$ cat config.mk
export PLATFORM = sky130hd
export DESIGN_NAME = eptb_ctrl
export DESIGN_NICKNAME = d
export VERILOG_FILES = /design/src/rtl/eptb_pkg.sv /design/src/rtl/eptb_ctrl.sv
export VERILOG_INCLUDE_DIRS = /design/src /design/src/rtl
export SDC_FILE = /design/constraint.sdc
export NUM_CORES = 1
export LEC_CHECK = 0
export ABC_AREA = 1
export BUFFER_PORTS_ARGS = -buffer_cell sky130_fd_sc_hd__buf_2
export CAP_MARGIN = 20
export CORE_UTILIZATION = 40
export CTS_CLUSTER_DIAMETER = 200
export DETAILED_ROUTE_END_ITERATION = 6
export PLACE_DENSITY = 0.58
export RECOVER_POWER = 100
export SYNTH_ARGS = -nofsm -noshare
export SYNTH_HDL_FRONTEND = slang
export SYNTH_SLANG_ARGS = --single-unit
$ cat constraint.sdc
create_clock -name clk -period 4.75 [get_ports clk]
set_input_delay 0.7125 -clock clk [delete_from_list [all_inputs] [get_ports clk]]
set_output_delay 0.7125 -clock clk [all_outputs]
set_load 0.02 [all_outputs]
$ cat src/rtl/eptb_params.svh
// eptb_params.svh: offsets, field positions, reset values and timing counts
// assumes inclusion by the package and the control module, one 25 MHz clock
`ifndef EPTB_PARAMS_SVH
`define EPTB_PARAMS_SVH
// register offsets on the 16-bit register port
`define EPTB_OFS_CTRL 16'h0050
`define EPTB_OFS_STAT 16'h0051
`define EPTB_OFS_ACR 16'h0052
`define EPTB_OFS_NVCFG 16'h0053
`define EPTB_OFS_DIVH 16'h0054
`define EPTB_OFS_DIVL 16'h0055
`define EPTB_OFS_DIVHNV 16'h0056
`define EPTB_OFS_DIVLNV 16'h0057
// array window and secured range
`define EPTB_ARR_LO 16'h0600
`define EPTB_ARR_HI 16'h07FF
`define EPTB_SEC_LO 16'h06F0
`define EPTB_SEC_HI 16'h06FF
// control and configuration field positions
`define EPTB_CTRL_PGM 0
`define EPTB_CTRL_AUTO 1
`define EPTB_CTRL_LAT 2
`define EPTB_CTRL_ERS_LO 4
`define EPTB_CTRL_ERS_HI 5
`define EPTB_CTRL_OFF 6
`define EPTB_CTRL_SPARE 7
`define EPTB_ACR_SECDIS 4
`define EPTB_DIVH_SECD 7
// factory contents of the nonvolatile bytes
`define EPTB_NVCFG_FACTORY 8'hF0
`define EPTB_DIVH_FACTORY 8'h80
`define EPTB_DIVL_FACTORY 8'h00
// timebase period and operation times
`define EPTB_TICK_NS 35000
`define EPTB_T_PGM_US 70
`define EPTB_T_BYTE_US 70
`define EPTB_T_BLOCK_US 70
`define EPTB_T_BULK_US 70
// operation lengths in timebase ticks, rounded up
`define EPTB_TICKS(us) (((us) * 1000 + `EPTB_TICK_NS - 1) / `EPTB_TICK_NS)
`endif

$ cat src/rtl/eptb_pkg.sv
// eptb_pkg.sv: types shared by the eeprom protect and timebase control
// assumes eptb_params.svh carries every number
`include "eptb_params.svh"
package eptb_pkg;
	// erase select encoding
	typedef enum logic [1:0] {
		EPTB_BYTE_PGM = 2'b00,
		EPTB_BYTE_ERS = 2'b01,
		EPTB_BLOCK_ERS = 2'b10,
		EPTB_BULK_ERS = 2'b11
	} eptb_mode_t;
	// sequencer states
	typedef enum logic [1:0] {
		ST_IDLE,
		ST_RUN,
		ST_HOLD,
		ST_DONE
	} eptb_state_t;
	// operation handed to the array
	typedef struct packed {
		logic [15:0] addr;
		logic [7:0] data;
		eptb_mode_t mode;
	} eptb_op_t;
endpackage

$ cat src/rtl/eptb_ctrl.sv
// eptb_ctrl.sv: protection, security and timebase control for the eeprom array
// assumes one 25 MHz clock, synchronous inputs, nonvolatile cells kept by nv_por_n
// What this block does
// - set protect bit blocks program and erase
// - four bits cover four 128-byte ranges
// - security allows byte ops, locks 06F0-06FF
// - reset copies config byte into live register
// - config byte written through latch procedure
// - config byte leaves factory as F0
// - 11-bit divisor makes 35 us tick
// - reset reloads divisor from shadow bytes
// - divisor lock freezes divisor and shadows
// - divisor writable only unlatched and unlocked
// - shadow bytes guarded by security bit
// - shadow lock bit zero locks forever
// - wait mode leaves sequence running
// - stop holds sequence, resumes after exit
// - stop without latch cuts sequence
// - erase select picks operation kind
// - program enable needs latch and address
`include "eptb_params.svh"
module eptb_ctrl
	import eptb_pkg::*;
(
	input wire logic clk,
	input wire logic reset_n,
	input wire logic nv_por_n,
	input wire logic [15:0] bus_addr,
	input wire logic [7:0] bus_wdata,
	input wire logic bus_wr,
	input wire logic bus_rd,
	output logic [7:0] bus_rdata,
	input wire logic ref_sel_crystal,
	input wire logic crystal_reference_clock_en,
	input wire logic stop_mode,
	output eptb_op_t array_op,
	output logic array_commit,
	output logic array_hv_on,
	output logic array_access_block,
	output logic array_power_off,
	output logic timebase_tick
);
	// nonvolatile bytes, live copies and control state
	logic [7:0] nv_cfg_q;
	logic [7:0] nv_divh_q;
	logic [7:0] nv_divl_q;
	logic [7:0] acr_q;
	logic reload_q;
	logic divsecd_q;
	logic [10:0] div_q;
	logic pgm_q;
	logic auto_q;
	logic lat_q;
	logic ers_hi_q;
	logic ers_lo_q;
	logic off_q;
	logic spare_q;
	logic lat_valid_q;
	logic [15:0] lat_addr_q;
	logic [7:0] lat_data_q;
	eptb_state_t state_q;
	logic [11:0] tick_cnt_q;
	logic [10:0] div_cnt_q;
	logic done_q;
	logic refused_q;
	logic commit_q;
	eptb_op_t op_q;
	logic [7:0] rdata_q;
	logic [11:0] target;
	logic ref_en;
	logic tick;
	logic wr_ctrl;
	logic wr_div_ok;
	logic in_array;
	logic nv_addr;
	logic latch_wr;
	logic pgm_set_req;
	logic op_ok;
	logic start;
	logic refuse;
	logic fin;
	eptb_mode_t mode_cur;

	// register port decode
	assign wr_ctrl = bus_wr && bus_addr == `EPTB_OFS_CTRL;
	assign in_array = bus_addr >= `EPTB_ARR_LO && bus_addr <= `EPTB_ARR_HI;
	assign nv_addr = bus_addr == `EPTB_OFS_NVCFG || bus_addr == `EPTB_OFS_DIVHNV
		|| bus_addr == `EPTB_OFS_DIVLNV;
	assign mode_cur = eptb_mode_t'({ers_hi_q, ers_lo_q});
	// a valid array or nonvolatile write is captured while latched
	assign latch_wr = bus_wr && lat_q && !pgm_q && (in_array || nv_addr);
	assign wr_div_ok = !lat_q && divsecd_q && !reload_q;

	// operation check on the latched address and selected mode
	function automatic logic allowed(input logic [15:0] a, input eptb_mode_t m,
		input logic [7:0] acr, input logic secd);
		logic byte_op;
		logic secdis;
		byte_op = m == EPTB_BYTE_PGM || m == EPTB_BYTE_ERS;
		secdis = acr[`EPTB_ACR_SECDIS];
		allowed = 1'b1;
		if (a == `EPTB_OFS_NVCFG) begin
			allowed = byte_op;
		end else if (a == `EPTB_OFS_DIVHNV || a == `EPTB_OFS_DIVLNV) begin
			allowed = byte_op && secd;
		end else begin
			if (acr[a[8:7]]) begin
				allowed = 1'b0;
			end
			if (m == EPTB_BULK_ERS && acr[3:0] != 4'h0) begin
				allowed = 1'b0;
			end
			if (!secdis && (!byte_op || (a >= `EPTB_SEC_LO && a <= `EPTB_SEC_HI))) begin
				allowed = 1'b0;
			end
		end
	endfunction

	// start and refusal of the program enable bit
	assign op_ok = allowed(lat_addr_q, mode_cur, acr_q, divsecd_q);
	assign pgm_set_req = wr_ctrl && bus_wdata[`EPTB_CTRL_PGM] && !pgm_q;
	assign start = pgm_set_req && lat_q && lat_valid_q && op_ok && !off_q
		&& !stop_mode && state_q == ST_IDLE;
	assign refuse = pgm_set_req && !start;

	// operation length in ticks by mode
	always_comb begin
		case (op_q.mode)
			EPTB_BYTE_PGM: target = 12'(`EPTB_TICKS(`EPTB_T_PGM_US));
			EPTB_BYTE_ERS: target = 12'(`EPTB_TICKS(`EPTB_T_BYTE_US));
			EPTB_BLOCK_ERS: target = 12'(`EPTB_TICKS(`EPTB_T_BLOCK_US));
			default: target = 12'(`EPTB_TICKS(`EPTB_T_BULK_US));
		endcase
	end
	assign fin = state_q == ST_RUN && !stop_mode && pgm_q && tick
		&& tick_cnt_q == target - 12'd1;

	// nonvolatile bytes: kept over system reset, changed only by a finished operation
	always_ff @(posedge clk or negedge nv_por_n) begin
		if (!nv_por_n) begin
			nv_cfg_q <= `EPTB_NVCFG_FACTORY;
			nv_divh_q <= `EPTB_DIVH_FACTORY;
			nv_divl_q <= `EPTB_DIVL_FACTORY;
		end else if (fin) begin
			if (op_q.addr == `EPTB_OFS_NVCFG) begin
				nv_cfg_q <= op_q.mode == EPTB_BYTE_PGM ? nv_cfg_q & op_q.data : 8'hFF;
			end
			if (op_q.addr == `EPTB_OFS_DIVHNV) begin
				nv_divh_q <= op_q.mode == EPTB_BYTE_PGM ? nv_divh_q & op_q.data : 8'hFF;
			end
			if (op_q.addr == `EPTB_OFS_DIVLNV) begin
				nv_divl_q <= op_q.mode == EPTB_BYTE_PGM ? nv_divl_q & op_q.data : 8'hFF;
			end
		end
	end

	// reload marker: one cycle after reset release the live copies are loaded
	always_ff @(posedge clk or negedge reset_n) begin
		if (!reset_n) begin
			reload_q <= 1'b1;
		end else begin
			reload_q <= 1'b0;
		end
	end

	// live configuration, read-only to software
	always_ff @(posedge clk or negedge reset_n) begin
		if (!reset_n) begin
			acr_q <= 8'h00;
		end else if (reload_q) begin
			acr_q <= nv_cfg_q;
		end
	end

	// live divisor and its lock bit
	always_ff @(posedge clk or negedge reset_n) begin
		if (!reset_n) begin
			divsecd_q <= 1'b0;
			div_q <= 11'h000;
		end else if (reload_q) begin
			divsecd_q <= nv_divh_q[`EPTB_DIVH_SECD];
			div_q <= {nv_divh_q[2:0], nv_divl_q};
		end else if (bus_wr && wr_div_ok) begin
			if (bus_addr == `EPTB_OFS_DIVH) begin
				divsecd_q <= bus_wdata[`EPTB_DIVH_SECD];
				div_q[10:8] <= bus_wdata[2:0];
			end
			if (bus_addr == `EPTB_OFS_DIVL) begin
				div_q[7:0] <= bus_wdata;
			end
		end
	end

	// timebase divider on the selected reference
	assign ref_en = ref_sel_crystal ? crystal_reference_clock_en : 1'b1;
	assign tick = ref_en && div_q != 11'h000 && div_cnt_q == div_q - 11'd1;
	always_ff @(posedge clk or negedge reset_n) begin
		if (!reset_n) begin
			div_cnt_q <= 11'h000;
		end else if (ref_en) begin
			div_cnt_q <= tick || div_cnt_q >= div_q ? 11'h000 : div_cnt_q + 11'd1;
		end
	end
	assign timebase_tick = tick;

	// control register bits
	always_ff @(posedge clk or negedge reset_n) begin
		if (!reset_n) begin
			pgm_q <= 1'b0;
			auto_q <= 1'b0;
			lat_q <= 1'b0;
			ers_hi_q <= 1'b0;
			ers_lo_q <= 1'b0;
			off_q <= 1'b0;
			spare_q <= 1'b0;
		end else if (fin && auto_q) begin
			pgm_q <= 1'b0; // automatic end of the cycle
		end else if (wr_ctrl && !reload_q) begin
			pgm_q <= bus_wdata[`EPTB_CTRL_PGM] ? pgm_q | start : 1'b0;
			lat_q <= bus_wdata[`EPTB_CTRL_LAT] | pgm_q; // latch held while enabled
			auto_q <= bus_wdata[`EPTB_CTRL_AUTO];
			ers_hi_q <= bus_wdata[`EPTB_CTRL_ERS_HI];
			ers_lo_q <= bus_wdata[`EPTB_CTRL_ERS_LO];
			off_q <= bus_wdata[`EPTB_CTRL_OFF];
			spare_q <= bus_wdata[`EPTB_CTRL_SPARE];
		end
	end

	// latched address and data of the last valid write
	always_ff @(posedge clk or negedge reset_n) begin
		if (!reset_n) begin
			lat_valid_q <= 1'b0;
			lat_addr_q <= 16'h0000;
			lat_data_q <= 8'h00;
		end else if (!lat_q) begin
			lat_valid_q <= 1'b0;
		end else if (latch_wr) begin
			lat_valid_q <= 1'b1;
			lat_addr_q <= bus_addr;
			lat_data_q <= bus_wdata;
		end
	end

	// program/erase sequencer; wait mode has no input here, so it runs on
	always_ff @(posedge clk or negedge reset_n) begin
		if (!reset_n) begin
			state_q <= ST_IDLE;
			tick_cnt_q <= 12'h000;
			op_q <= '0;
		end else begin
			case (state_q)
				ST_IDLE: begin
					if (start) begin
						state_q <= ST_RUN;
						tick_cnt_q <= 12'h000;
						op_q <= '{addr: lat_addr_q, data: lat_data_q, mode: mode_cur};
					end
				end
				ST_RUN: begin
					if (stop_mode) begin
						state_q <= ST_HOLD;
					end else if (!pgm_q) begin
						state_q <= ST_IDLE;
					end else if (fin) begin
						state_q <= ST_DONE;
					end else if (tick) begin
						tick_cnt_q <= tick_cnt_q + 12'd1;
					end
				end
				ST_HOLD: begin
					if (!(lat_q && pgm_q)) begin
						state_q <= ST_IDLE;
					end else if (!stop_mode) begin
						state_q <= ST_RUN;
					end
				end
				ST_DONE: begin
					if (!pgm_q || (stop_mode && !lat_q)) begin
						state_q <= ST_IDLE;
					end
				end
				default: begin
					state_q <= ST_IDLE;
				end
			endcase
		end
	end

	// completion pulse and status flags; a set wins over a clear
	always_ff @(posedge clk or negedge reset_n) begin
		if (!reset_n) begin
			commit_q <= 1'b0;
			done_q <= 1'b0;
			refused_q <= 1'b0;
		end else begin
			commit_q <= fin;
			if (fin) begin
				done_q <= 1'b1;
			end else if (start) begin
				done_q <= 1'b0;
			end
			if (refuse) begin
				refused_q <= 1'b1;
			end else if (bus_rd && bus_addr == `EPTB_OFS_STAT) begin
				refused_q <= 1'b0;
			end
		end
	end

	// read data stand only in the cycle after the strobe
	always_ff @(posedge clk or negedge reset_n) begin
		if (!reset_n) begin
			rdata_q <= 8'h00;
		end else if (!bus_rd) begin
			rdata_q <= 8'h00;
		end else begin
			case (bus_addr)
				`EPTB_OFS_CTRL: rdata_q <= {spare_q, off_q, ers_hi_q, ers_lo_q, 1'b0,
					lat_q, auto_q, pgm_q};
				`EPTB_OFS_STAT: rdata_q <= {3'b000, state_q == ST_HOLD, refused_q,
					lat_valid_q, done_q, state_q != ST_IDLE};
				`EPTB_OFS_ACR: rdata_q <= acr_q;
				`EPTB_OFS_NVCFG: rdata_q <= nv_cfg_q;
				`EPTB_OFS_DIVH: rdata_q <= {divsecd_q, 4'h0, div_q[10:8]};
				`EPTB_OFS_DIVL: rdata_q <= div_q[7:0];
				`EPTB_OFS_DIVHNV: rdata_q <= nv_divh_q;
				`EPTB_OFS_DIVLNV: rdata_q <= nv_divl_q;
				default: rdata_q <= 8'h00;
			endcase
		end
	end

	// outputs toward the array
	assign bus_rdata = rdata_q;
	assign array_op = op_q;
	assign array_commit = commit_q;
	assign array_hv_on = state_q == ST_RUN;
	assign array_access_block = state_q != ST_IDLE;
	assign array_power_off = off_q;
endmodule

==> reports/metrics.json, run 1 <==
{
  "run_status": "complete, but fails checks",
  "failing_checks": "design-rule violations, max-capacitance violations, max-slew violations",
  "drt-vias-per-instance": 5.027,
  "first_iter_violations": 511,
  "post_synth_fa_ha_maj_area_fraction_pct": 2.673,
  "global_route_wire_length_before_repair_um": 34240,
  "hpwl_um": 15470,
  "synth-simple-area-share_pct": 27.28,
  "final_area_sq_um": 8598,
  "proportion_of_power_drawn_by_flip_flops_and_latches_pct": 39.5,
  "synth_seq_area_share_pct": 46.54,
  "intPower_mw": 2.316,
  "final_layout_size_suffix_gt1_share_pct": 8.126,
  "timing.max_cap.violations": 2,
  "period_minus_slack_ns": 3.292,
  "post-cts-setup-buffer-count": 0,
  "fp.coreArea_sq_um": 18150,
  "worst_setup_path_startpoint": "div_q[0]",
  "drt_pass1_iterations": 7,
  "ys_seq_elements": 139,
  "dieArea_sq_um": 19280,
  "synth.avg_cell_area_sq_um": 7.527,
  "accumulated_negative_setup_slack_ns": 0,
  "synthesis.area_sq_um": 7490,
  "core.rowCount": 49,
  "design.final.nets": 1118,
  "synthesis.yosys.warnings": 0,
  "path_depth": 13,
  "clockBufferDepth": 2,
  "final-max-slew-violation-count": 31,
  "hold_buffers_post_cts": 0,
  "powerDensity_nw_per_um2": 396.2,
  "netSwitchingPower_mw": 1.091,
  "clock_tree_root_driver_cell": "sky130_fd_sc_hd__clkbuf_16",
  "count_of_cells_resized_by_post_cts_repair": 0,
  "cp_cell_sequence": "inv_1 -> ha_1 -> inv_1 -> nand2_1 -> nand2_1 -> nor2_1 -> nand2_1 -> nor2_1 -> nand2_1 -> nor2_1 -> nand3_1 -> inv_1 -> clkbuf_1",
  "swShare_pct": 32.02,
  "startpoint_type": "flop",
  "grt.overflow.total": 0,
  "n_diodes": 0,
  "gp_routability_congestion": 0.8945,
  "prevailing_post_synth_register_cell": "sky130_fd_sc_hd__dfrtp_1",
  "crit_path_top_delay_cell": "sky130_fd_sc_hd__dfrtp_1",
  "synth_nets": 1043,
  "post_synth_xor_area_fraction_pct": 1.052,
  "timing.critical_path.fanout_max": 5,
  "drt_wirelength_um": 20690,
  "worst_setup_hold_path_clk_slew_ns": 0.07,
  "p_leak_nw": 4.431,
  "clock_tree.htree_level_count": 4,
  "finalHoldViolations": 0,
  "tritoncts": "built",
  "crit_arrival_ns": 2.58,
  "area_growth_pct": 14.80,
  "r2r_slack_ns": 1.85,
  "final_core_utilization_pct": 47.38,
  "ioPinCount": 71,
  "pwr-share-clk_pct": 42.0,
  "cp-end-kind": "output port",
  "fin_crit_sh_pct": 69.31,
  "synthesis.instances": 995,
  "max_stage_delay_ns": 0.45,
  "vias": 6596,
  "path_delay_family": "simple AND/OR/NAND/NOR gates",
  "ant_nets": 0,
  "worstPathBufferInverterCount": 4,
  "top_layer": "met4",
  "synth.mux.area_fraction_pct": 0,
  "mostFrequentLayoutCells": "277 x sky130_fd_sc_hd__nand2_1, 151 x sky130_fd_sc_hd__inv_1, 133 x sky130_fd_sc_hd__dfrtp_1, 117 x sky130_fd_sc_hd__o21ai_0, 103 x sky130_fd_sc_hd__nor2_1",
  "grt_max_degree": 65,
  "vdd_ir_drop_max_mv": 0.2474,
  "cp.required_ns": 4.04,
  "fin_skew_ns": 0.01250,
  "rsz0062_at_grt": "false",
  "clock_latency_on_the_worst_skew_pair_ns": 0.43,
  "max_freq_mhz": 303.8,
  "mostFrequentLayoutCell": "sky130_fd_sc_hd__nand2_1",
  "worst_flop_to_flop_path_endpoint": "tick_cnt_q[0]",
  "drcViolationCount": 2,
  "cp_common_cell": "sky130_fd_sc_hd__nand2_1",
  "detail_route.wirelength.met1_um": 10070,
  "dp_cells": 1280,
  "pwr-share-comb_pct": 18.5,
  "yosysUniqueCellTypes": 46,
  "synth_edf_count": 0,
  "critical_path_class": "flop to output port",
  "clock_sink_count": 139,
  "met3_length_um": 827,
  "number_of_global_route_vias_before_repair": 6381,
  "wl_per_cell_um": 15.77,
  "die_x_um": 138.8,
  "setup_viol": 0,
  "worst_hold_path_type": "input pin to async pin",
  "regToRegStartpoint": "div_q[0]",
  "placedInstanceArea_sq_um": 8071,
  "combinational_family_with_the_most_area_after_synthesis": "simple AND/OR/NAND/NOR gates",
  "worst_pin_slew_ns": 1.698,
  "tritoncts.num_buffers": 17,
  "slew-limit-headroom_pct": -13.20,
  "antenna_found_initial": 0,
  "synth_async_sr_flop_share_pct": 100.0,
  "final_standard_cell_count_with_taps_included_and_fillers_excluded": 1312,
  "die-height_um": 138.8,
  "initial_core_util_pct": 41.27,
  "global_route_usage_over_all_layers_pct": 22.84,
  "synth_compound_area_share_pct": 13.40,
  "portbufs": 70,
  "hold_slack_ns": 0.3958,
  "met2WireLength_um": 9505,
  "worst-r2r-cell-count": 17
}
[sequential cells by signal, indices dropped and copies added, names as in the netlist, 2 cells and up]
signal / cells
acr_q: 8
array_op: 26
bus_rdata: 8
div_cnt_q: 11
div_q: 11
lat_addr_q: 16
lat_data_q: 8
nv_cfg_q: 8
nv_divh_q: 8
nv_divl_q: 8
state_q: 2
tick_cnt_q: 12
[kinds of logic (layout without fill, tap and decap cells)]
kind of cell / after synthesis / count (layout)
adders and majority gates: 16 / 16
DFF: 139 / 139
other: 1 / 1
buffers and inverters: 173 / 261
AOI/OAI and AO/OA: 177 / 177
xor gates and xnor gates: 9 / 9
and+or+nand+nor: 480 / 480
[synth_stat cells, types with 6 or more instances]
cell                       number  area share [%]
sky130_fd_sc_hd__nand2_1      277              14
sky130_fd_sc_hd__nand4_1       15             1.3
sky130_fd_sc_hd__nand3_1       41             2.7
sky130_fd_sc_hd__a21oi_1       27             1.8
sky130_fd_sc_hd__ha_1          16             2.7
sky130_fd_sc_hd__nor3_1        20             1.3
sky130_fd_sc_hd__inv_1        151             7.6
sky130_fd_sc_hd__xor2_1         6            0.70
sky130_fd_sc_hd__nor2_1       100             5.0
sky130_fd_sc_hd__dfstp_2        6             2.1
sky130_fd_sc_hd__clkbuf_1       9            0.45
sky130_fd_sc_hd__o22ai_1        6            0.50
sky130_fd_sc_hd__o21ai_0      112             7.5
sky130_fd_sc_hd__dfrtp_1      133              44
sky130_fd_sc_hd__o21ai_1        7            0.47
[cell type report]
class                   instances  area (sq um)
clock buffers                  19         442.9
clock inverters                13         177.7
fillers                      1850          9549
inverters                     156         588.1
multi-input cells             683          3299
flip-flops and latches        139          3486
well taps                     229         286.5
repair buffers                 73         317.8
[worst register-to-register path, stage by stage (launching register included)]
cell	delay (ns)
sky130_fd_sc_hd__dfrtp_1	0.45
sky130_fd_sc_hd__inv_1	0.15
sky130_fd_sc_hd__ha_1	0.33
sky130_fd_sc_hd__inv_1	0.04
sky130_fd_sc_hd__nand2_1	0.07
sky130_fd_sc_hd__nand2_1	0.05
sky130_fd_sc_hd__nor2_1	0.09
sky130_fd_sc_hd__nand2_1	0.05
sky130_fd_sc_hd__nor2_1	0.09
sky130_fd_sc_hd__nand2_1	0.06
sky130_fd_sc_hd__nor2_1	0.21
sky130_fd_sc_hd__nand4_4	0.13
sky130_fd_sc_hd__nand2_1	0.11
sky130_fd_sc_hd__clkinvlp_2	0.40
sky130_fd_sc_hd__nand2_1	0.35
sky130_fd_sc_hd__nand2_1	0.08
sky130_fd_sc_hd__o21ai_0	0.08
sky130_fd_sc_hd__inv_1	0.05
[power by group through the flow]
| stage | registers (mW) | logic, mW | clock network [mW] |
|---|---|---|---|
| 6_report | 1.35 | 0.629 | 1.43 |
| 2_1_floorplan | 1.34 | 0.473 | 0 |
| 5_1_grt | 1.36 | 0.735 | 1.50 |
| 3_3_place_gp | 1.37 | 0.636 | 0 |
| 3_5_place_dp | 1.37 | 0.642 | 0 |
| 4_1_cts | 1.35 | 0.645 | 1.44 |
[stage by stage]
stage	power [mW]	worst slack (ns)
floorplan	1.813	2.473
global placement	2.003	1.721
detailed placement	2.009	1.681
CTS	3.432	1.688
global route	3.589	1.178
finish	3.406	1.458
[routing by layer]
metal  GRT usage (%)  vias up
met4           6.023        0
met1           31.94     3049
met5               0        -
met3           4.144       26
met2           36.47      165
li1                -     3356
[worst max-delay path by stage]
stage / to / slack [ns]
after floorplan: timebase_tick / 2.47
after global placement: lat_addr_q[10] / 1.72
after detailed placement: lat_addr_q[10] / 1.68
after CTS: timebase_tick / 1.69
after global routing: timebase_tick / 1.18
final: timebase_tick / 1.46
(Power assumes the default switching activity.)
==> run 2, diff against run 1 <==
clock period = 3.4 ns   (was 4.75 ns; I/O delays follow)
==> reports/metrics.json, run 2 (same netlist as run 1, synthesis figures left out) <==
{
  "tritoncts.num_buffers": {"value": 17, "change": "unchanged"},
  "n_diodes": {"value": 0, "change": "unchanged"},
  "worstPathBufferInverterCount": {"value": 4, "change": "unchanged"},
  "busiest_layer": "met2",
  "fin_skew": {"value": 0.009012, "unit": "ns", "change": "-0.003484 ns"},
  "grt.overflow.total": {"value": 0, "change": "unchanged"},
  "run_status": "complete, but fails checks",
  "first_iter_violations": {"value": 524, "change": "+2.5%"},
  "mostFrequentLayoutCells": "277 x sky130_fd_sc_hd__nand2_1, 151 x sky130_fd_sc_hd__inv_1, 133 x sky130_fd_sc_hd__dfrtp_1, 117 x sky130_fd_sc_hd__o21ai_0, 103 x sky130_fd_sc_hd__nor2_1",
  "drcViolationCount": {"value": 2, "change": "unchanged"},
  "hpwl": {"value": 15180, "unit": "um", "change": "-1.9%"},
  "tritoncts": "built",
  "accumulated_negative_setup_slack": {"value": 0, "unit": "ns", "change": "unchanged"},
  "crit_arrival": {"value": 2.37, "unit": "ns", "change": "-0.21 ns"},
  "vias": {"value": 6610, "change": "+0.21%"},
  "timing.max_cap.violations": {"value": 1, "change": "-1"},
  "clockBufferDepth": {"value": 2, "change": "unchanged"},
  "cp_common_cell": "sky130_fd_sc_hd__nand2_1",
  "drt-vias-per-instance": {"value": 5.034, "change": "+0.14%"},
  "core.rowCount": {"value": 49, "change": "unchanged"},
  "clock_sink_count": {"value": 139, "change": "unchanged"},
  "period_minus_slack_ns": 2.878,
  "startpoint_type": "flop",
  "grt_max_degree": {"value": 116, "change": "+78%"},
  "setup_viol": {"value": 0, "change": "unchanged"},
  "path_delay_family": "simple AND/OR/NAND/NOR gates",
  "cp.required": {"value": 2.89, "unit": "ns", "change": "-1.15 ns"},
  "worst_setup_hold_path_clk_slew": {"value": 0.07, "unit": "ns", "change": "about the same"},
  "cp-end-kind": "output port",
  "post-place-ws": {"value": 0.7665, "unit": "ns", "change": "-0.9144 ns"},
  "p_leak": {"value": 4.420, "unit": "nW", "change": "-0.25%"},
  "grt_met2_use": {"value": 36.39, "unit": "%", "change": "-0.080 points"},
  "final_area": {"value": 8578, "unit": "sq um", "change": "-0.23%"},
  "final_core_utilization": {"value": 47.27, "unit": "%", "change": "-0.11 points"},
  "timing.critical_path.fanout_max": {"value": 5, "change": "unchanged"},
  "portbufs": {"value": 70, "change": "unchanged"},
  "mostFrequentLayoutCell": "sky130_fd_sc_hd__nand2_1",
  "clock_latency_on_the_worst_skew_pair": {"value": 0.43, "unit": "ns", "change": "about the same"},
  "pwr-share-comb": {"value": 19.0, "unit": "%", "change": "+0.5 points"},
  "post-cts-setup-buffer-count": {"value": 0, "change": "unchanged"},
  "crit_path_top_delay_cell": "sky130_fd_sc_hd__dfrtp_1",
  "drt_pass1_iterations": {"value": 7, "change": "unchanged"},
  "groute.layer.met3.usage": {"value": 4.282, "unit": "%", "change": "+0.14 points"},
  "placedInstanceArea": {"value": 8092, "unit": "sq um", "change": "+0.25%"},
  "cp_cell_sequence": "inv_1 -> ha_1 -> inv_1 -> nand2_1 -> nand2_1 -> nor2_1 -> nand2_1 -> nor2_1 -> nand2_1 -> nor2_1 -> nand3_1 -> inv_1 -> buf_2",
  "number_of_global_route_vias_before_repair": {"value": 6410, "change": "+0.45%"},
  "drt_wirelength": {"value": 20490, "unit": "um", "change": "-0.98%"},
  "netSwitchingPower": {"value": 1.515, "unit": "mW", "change": "+39%"},
  "global_route_wire_length_before_repair": {"value": 34130, "unit": "um", "change": "-0.32%"},
  "rsz0062_at_grt": "false",
  "ioPinCount": {"value": 71, "change": "unchanged"},
  "proportion_of_power_drawn_by_flip_flops_and_latches": {"value": 40.3, "unit": "%", "change": "+0.8 points"},
  "hold_slack": {"value": 0.3123, "unit": "ns", "change": "-0.08350 ns"},
  "die_x": {"value": 138.8, "unit": "um", "change": "unchanged"},
  "critical_path_class": "flop to output port",
  "powerDensity": {"value": 545.0, "unit": "nW/um^2", "change": "+38%"},
  "fp.coreArea": {"value": 18150, "unit": "sq um", "change": "unchanged"},
  "intPower": {"value": 3.160, "unit": "mW", "change": "+36%"},
  "gp_routability_congestion": {"value": 0.8705, "change": "-2.7%"},
  "pwr-share-clk": {"value": 40.8, "unit": "%", "change": "-1.2 points"},
  "worst_pin_slew": {"value": 2.622, "unit": "ns", "change": "+0.9243 ns"},
  "finalWorstSetupSlack": {"value": 0.5222, "unit": "ns", "change": "-0.9357 ns"},
  "finalHoldViolations": {"value": 0, "change": "unchanged"},
  "ant_nets": {"value": 0, "change": "unchanged"},
  "final_layout_size_suffix_gt1_share": {"value": 8.487, "unit": "%", "change": "+0.36 points"},
  "fin_crit_sh_pct": 84.64,
  "design.final.nets": {"value": 1119, "change": "+0.089%"},
  "clock_tree_root_driver_cell": "sky130_fd_sc_hd__clkbuf_16",
  "area_growth_pct": 14.53,
  "die-height": {"value": 138.8, "unit": "um", "change": "unchanged"},
  "swShare": {"value": 32.41, "unit": "%", "change": "+0.39 points"},
  "largest_reg_flops": {"value": 26, "change": "unchanged"},
  "slew-limit-headroom": {"value": -74.83, "unit": "%", "change": "-62 points"},
  "global_route.usage.met1": {"value": 31.23, "unit": "%", "change": "-0.72 points"},
  "failing_checks": "design-rule violations, max-capacitance violations, max-slew violations",
  "dieArea": {"value": 19280, "unit": "sq um", "change": "unchanged"},
  "antenna_found_initial": {"value": 0, "change": "unchanged"},
  "clock_tree.htree_level_count": {"value": 4, "change": "unchanged"},
  "final-max-slew-violation-count": {"value": 116, "change": "+270%"},
  "max_stage_delay": {"value": 0.41, "unit": "ns", "change": "-0.04 ns"},
  "vdd_ir_drop_max": {"value": 0.3431, "unit": "mV", "change": "+39%"},
  "hold_buffers_post_cts": {"value": 0, "change": "unchanged"},
  "fill_cells": {"value": 1851, "change": "+0.054%"},
  "max_freq_mhz": 347.5,
  "count_of_cells_resized_by_post_cts_repair": {"value": 0, "change": "unchanged"},
  "initial_core_util": {"value": 41.27, "unit": "%", "change": "unchanged"},
  "global_route_usage_over_all_layers": {"value": 22.84, "unit": "%", "change": "about the same"},
  "wl_per_cell": {"value": 15.60, "unit": "um", "change": "-1.1%"},
  "worst_hold_path_type": "input pin to flop"
}
[run 2: metal layers]
| metal | part of all wire, % | vias up |
|---|---|---|
| li1 | - | 3354 |
| met1 | 48 | 3071 |
| met2 | 46 | 152 |
| met3 | 4.2 | 33 |
| met4 | 2.0 | 0 |
| met5 | 0 | - |
[run 2: worst paths after layout]
check / start / end / slack (ns) / cells past startpoint
max: div_q[0] / timebase_tick / 0.52 / 13
min: bus_addr[4] / lat_addr_q[4] / 0.31 / 3
max reg2reg: lat_addr_q[9] / refused_q / 0.55 / 9
min reg2reg: lat_data_q[7] / array_op[9] / 0.48 / 2
max in group asynchronous: reset_n / tick_cnt_q[0] / 0.83 / 2
min in group asynchronous: nv_por_n / nv_divh_q[4] / 0.36 / 1
[run 2: worst min-delay path, stage by stage]
cell and delay [ns]:
sky130_fd_sc_hd__buf_2 0.08, sky130_fd_sc_hd__o21ai_0 0.07, sky130_fd_sc_hd__inv_1 0.05
[run 2: metrics by stage]
step | power [mW] | cells
2_1_floorplan | 2.533 | 995
3_3_place_gp | 2.811 | 1281
3_5_place_dp | 2.807 | 1281
4_1_cts | 4.724 | 1313
5_1_grt | 4.943 | 1313
6_report | 4.675 | 1313
[run 2: final cells by class]
class,instances,area (sq um),share of cell area (%)
clock buffer,19,442.9,5.163
clock inverter,13,155.1,1.809
timing repair buffer,74,321.6,3.749
sequential,139,3486,40.64
inverter,156,588.1,6.855
tap,229,286.5,3.340
multi-input combinational,683,3298,38.45
[run 2: power groups by stage]
| stage | sequential (mW) | clock [mW] | combinational [mW] |
|---|---|---|---|
| finish | 1.88 | 1.91 | 0.887 |
| global route | 1.90 | 2.01 | 1.03 |
| CTS | 1.88 | 1.94 | 0.903 |
| detailed placement | 1.91 | 0 | 0.898 |
| global placement | 1.91 | 0 | 0.901 |
| floorplan | 1.87 | 0 | 0.661 |
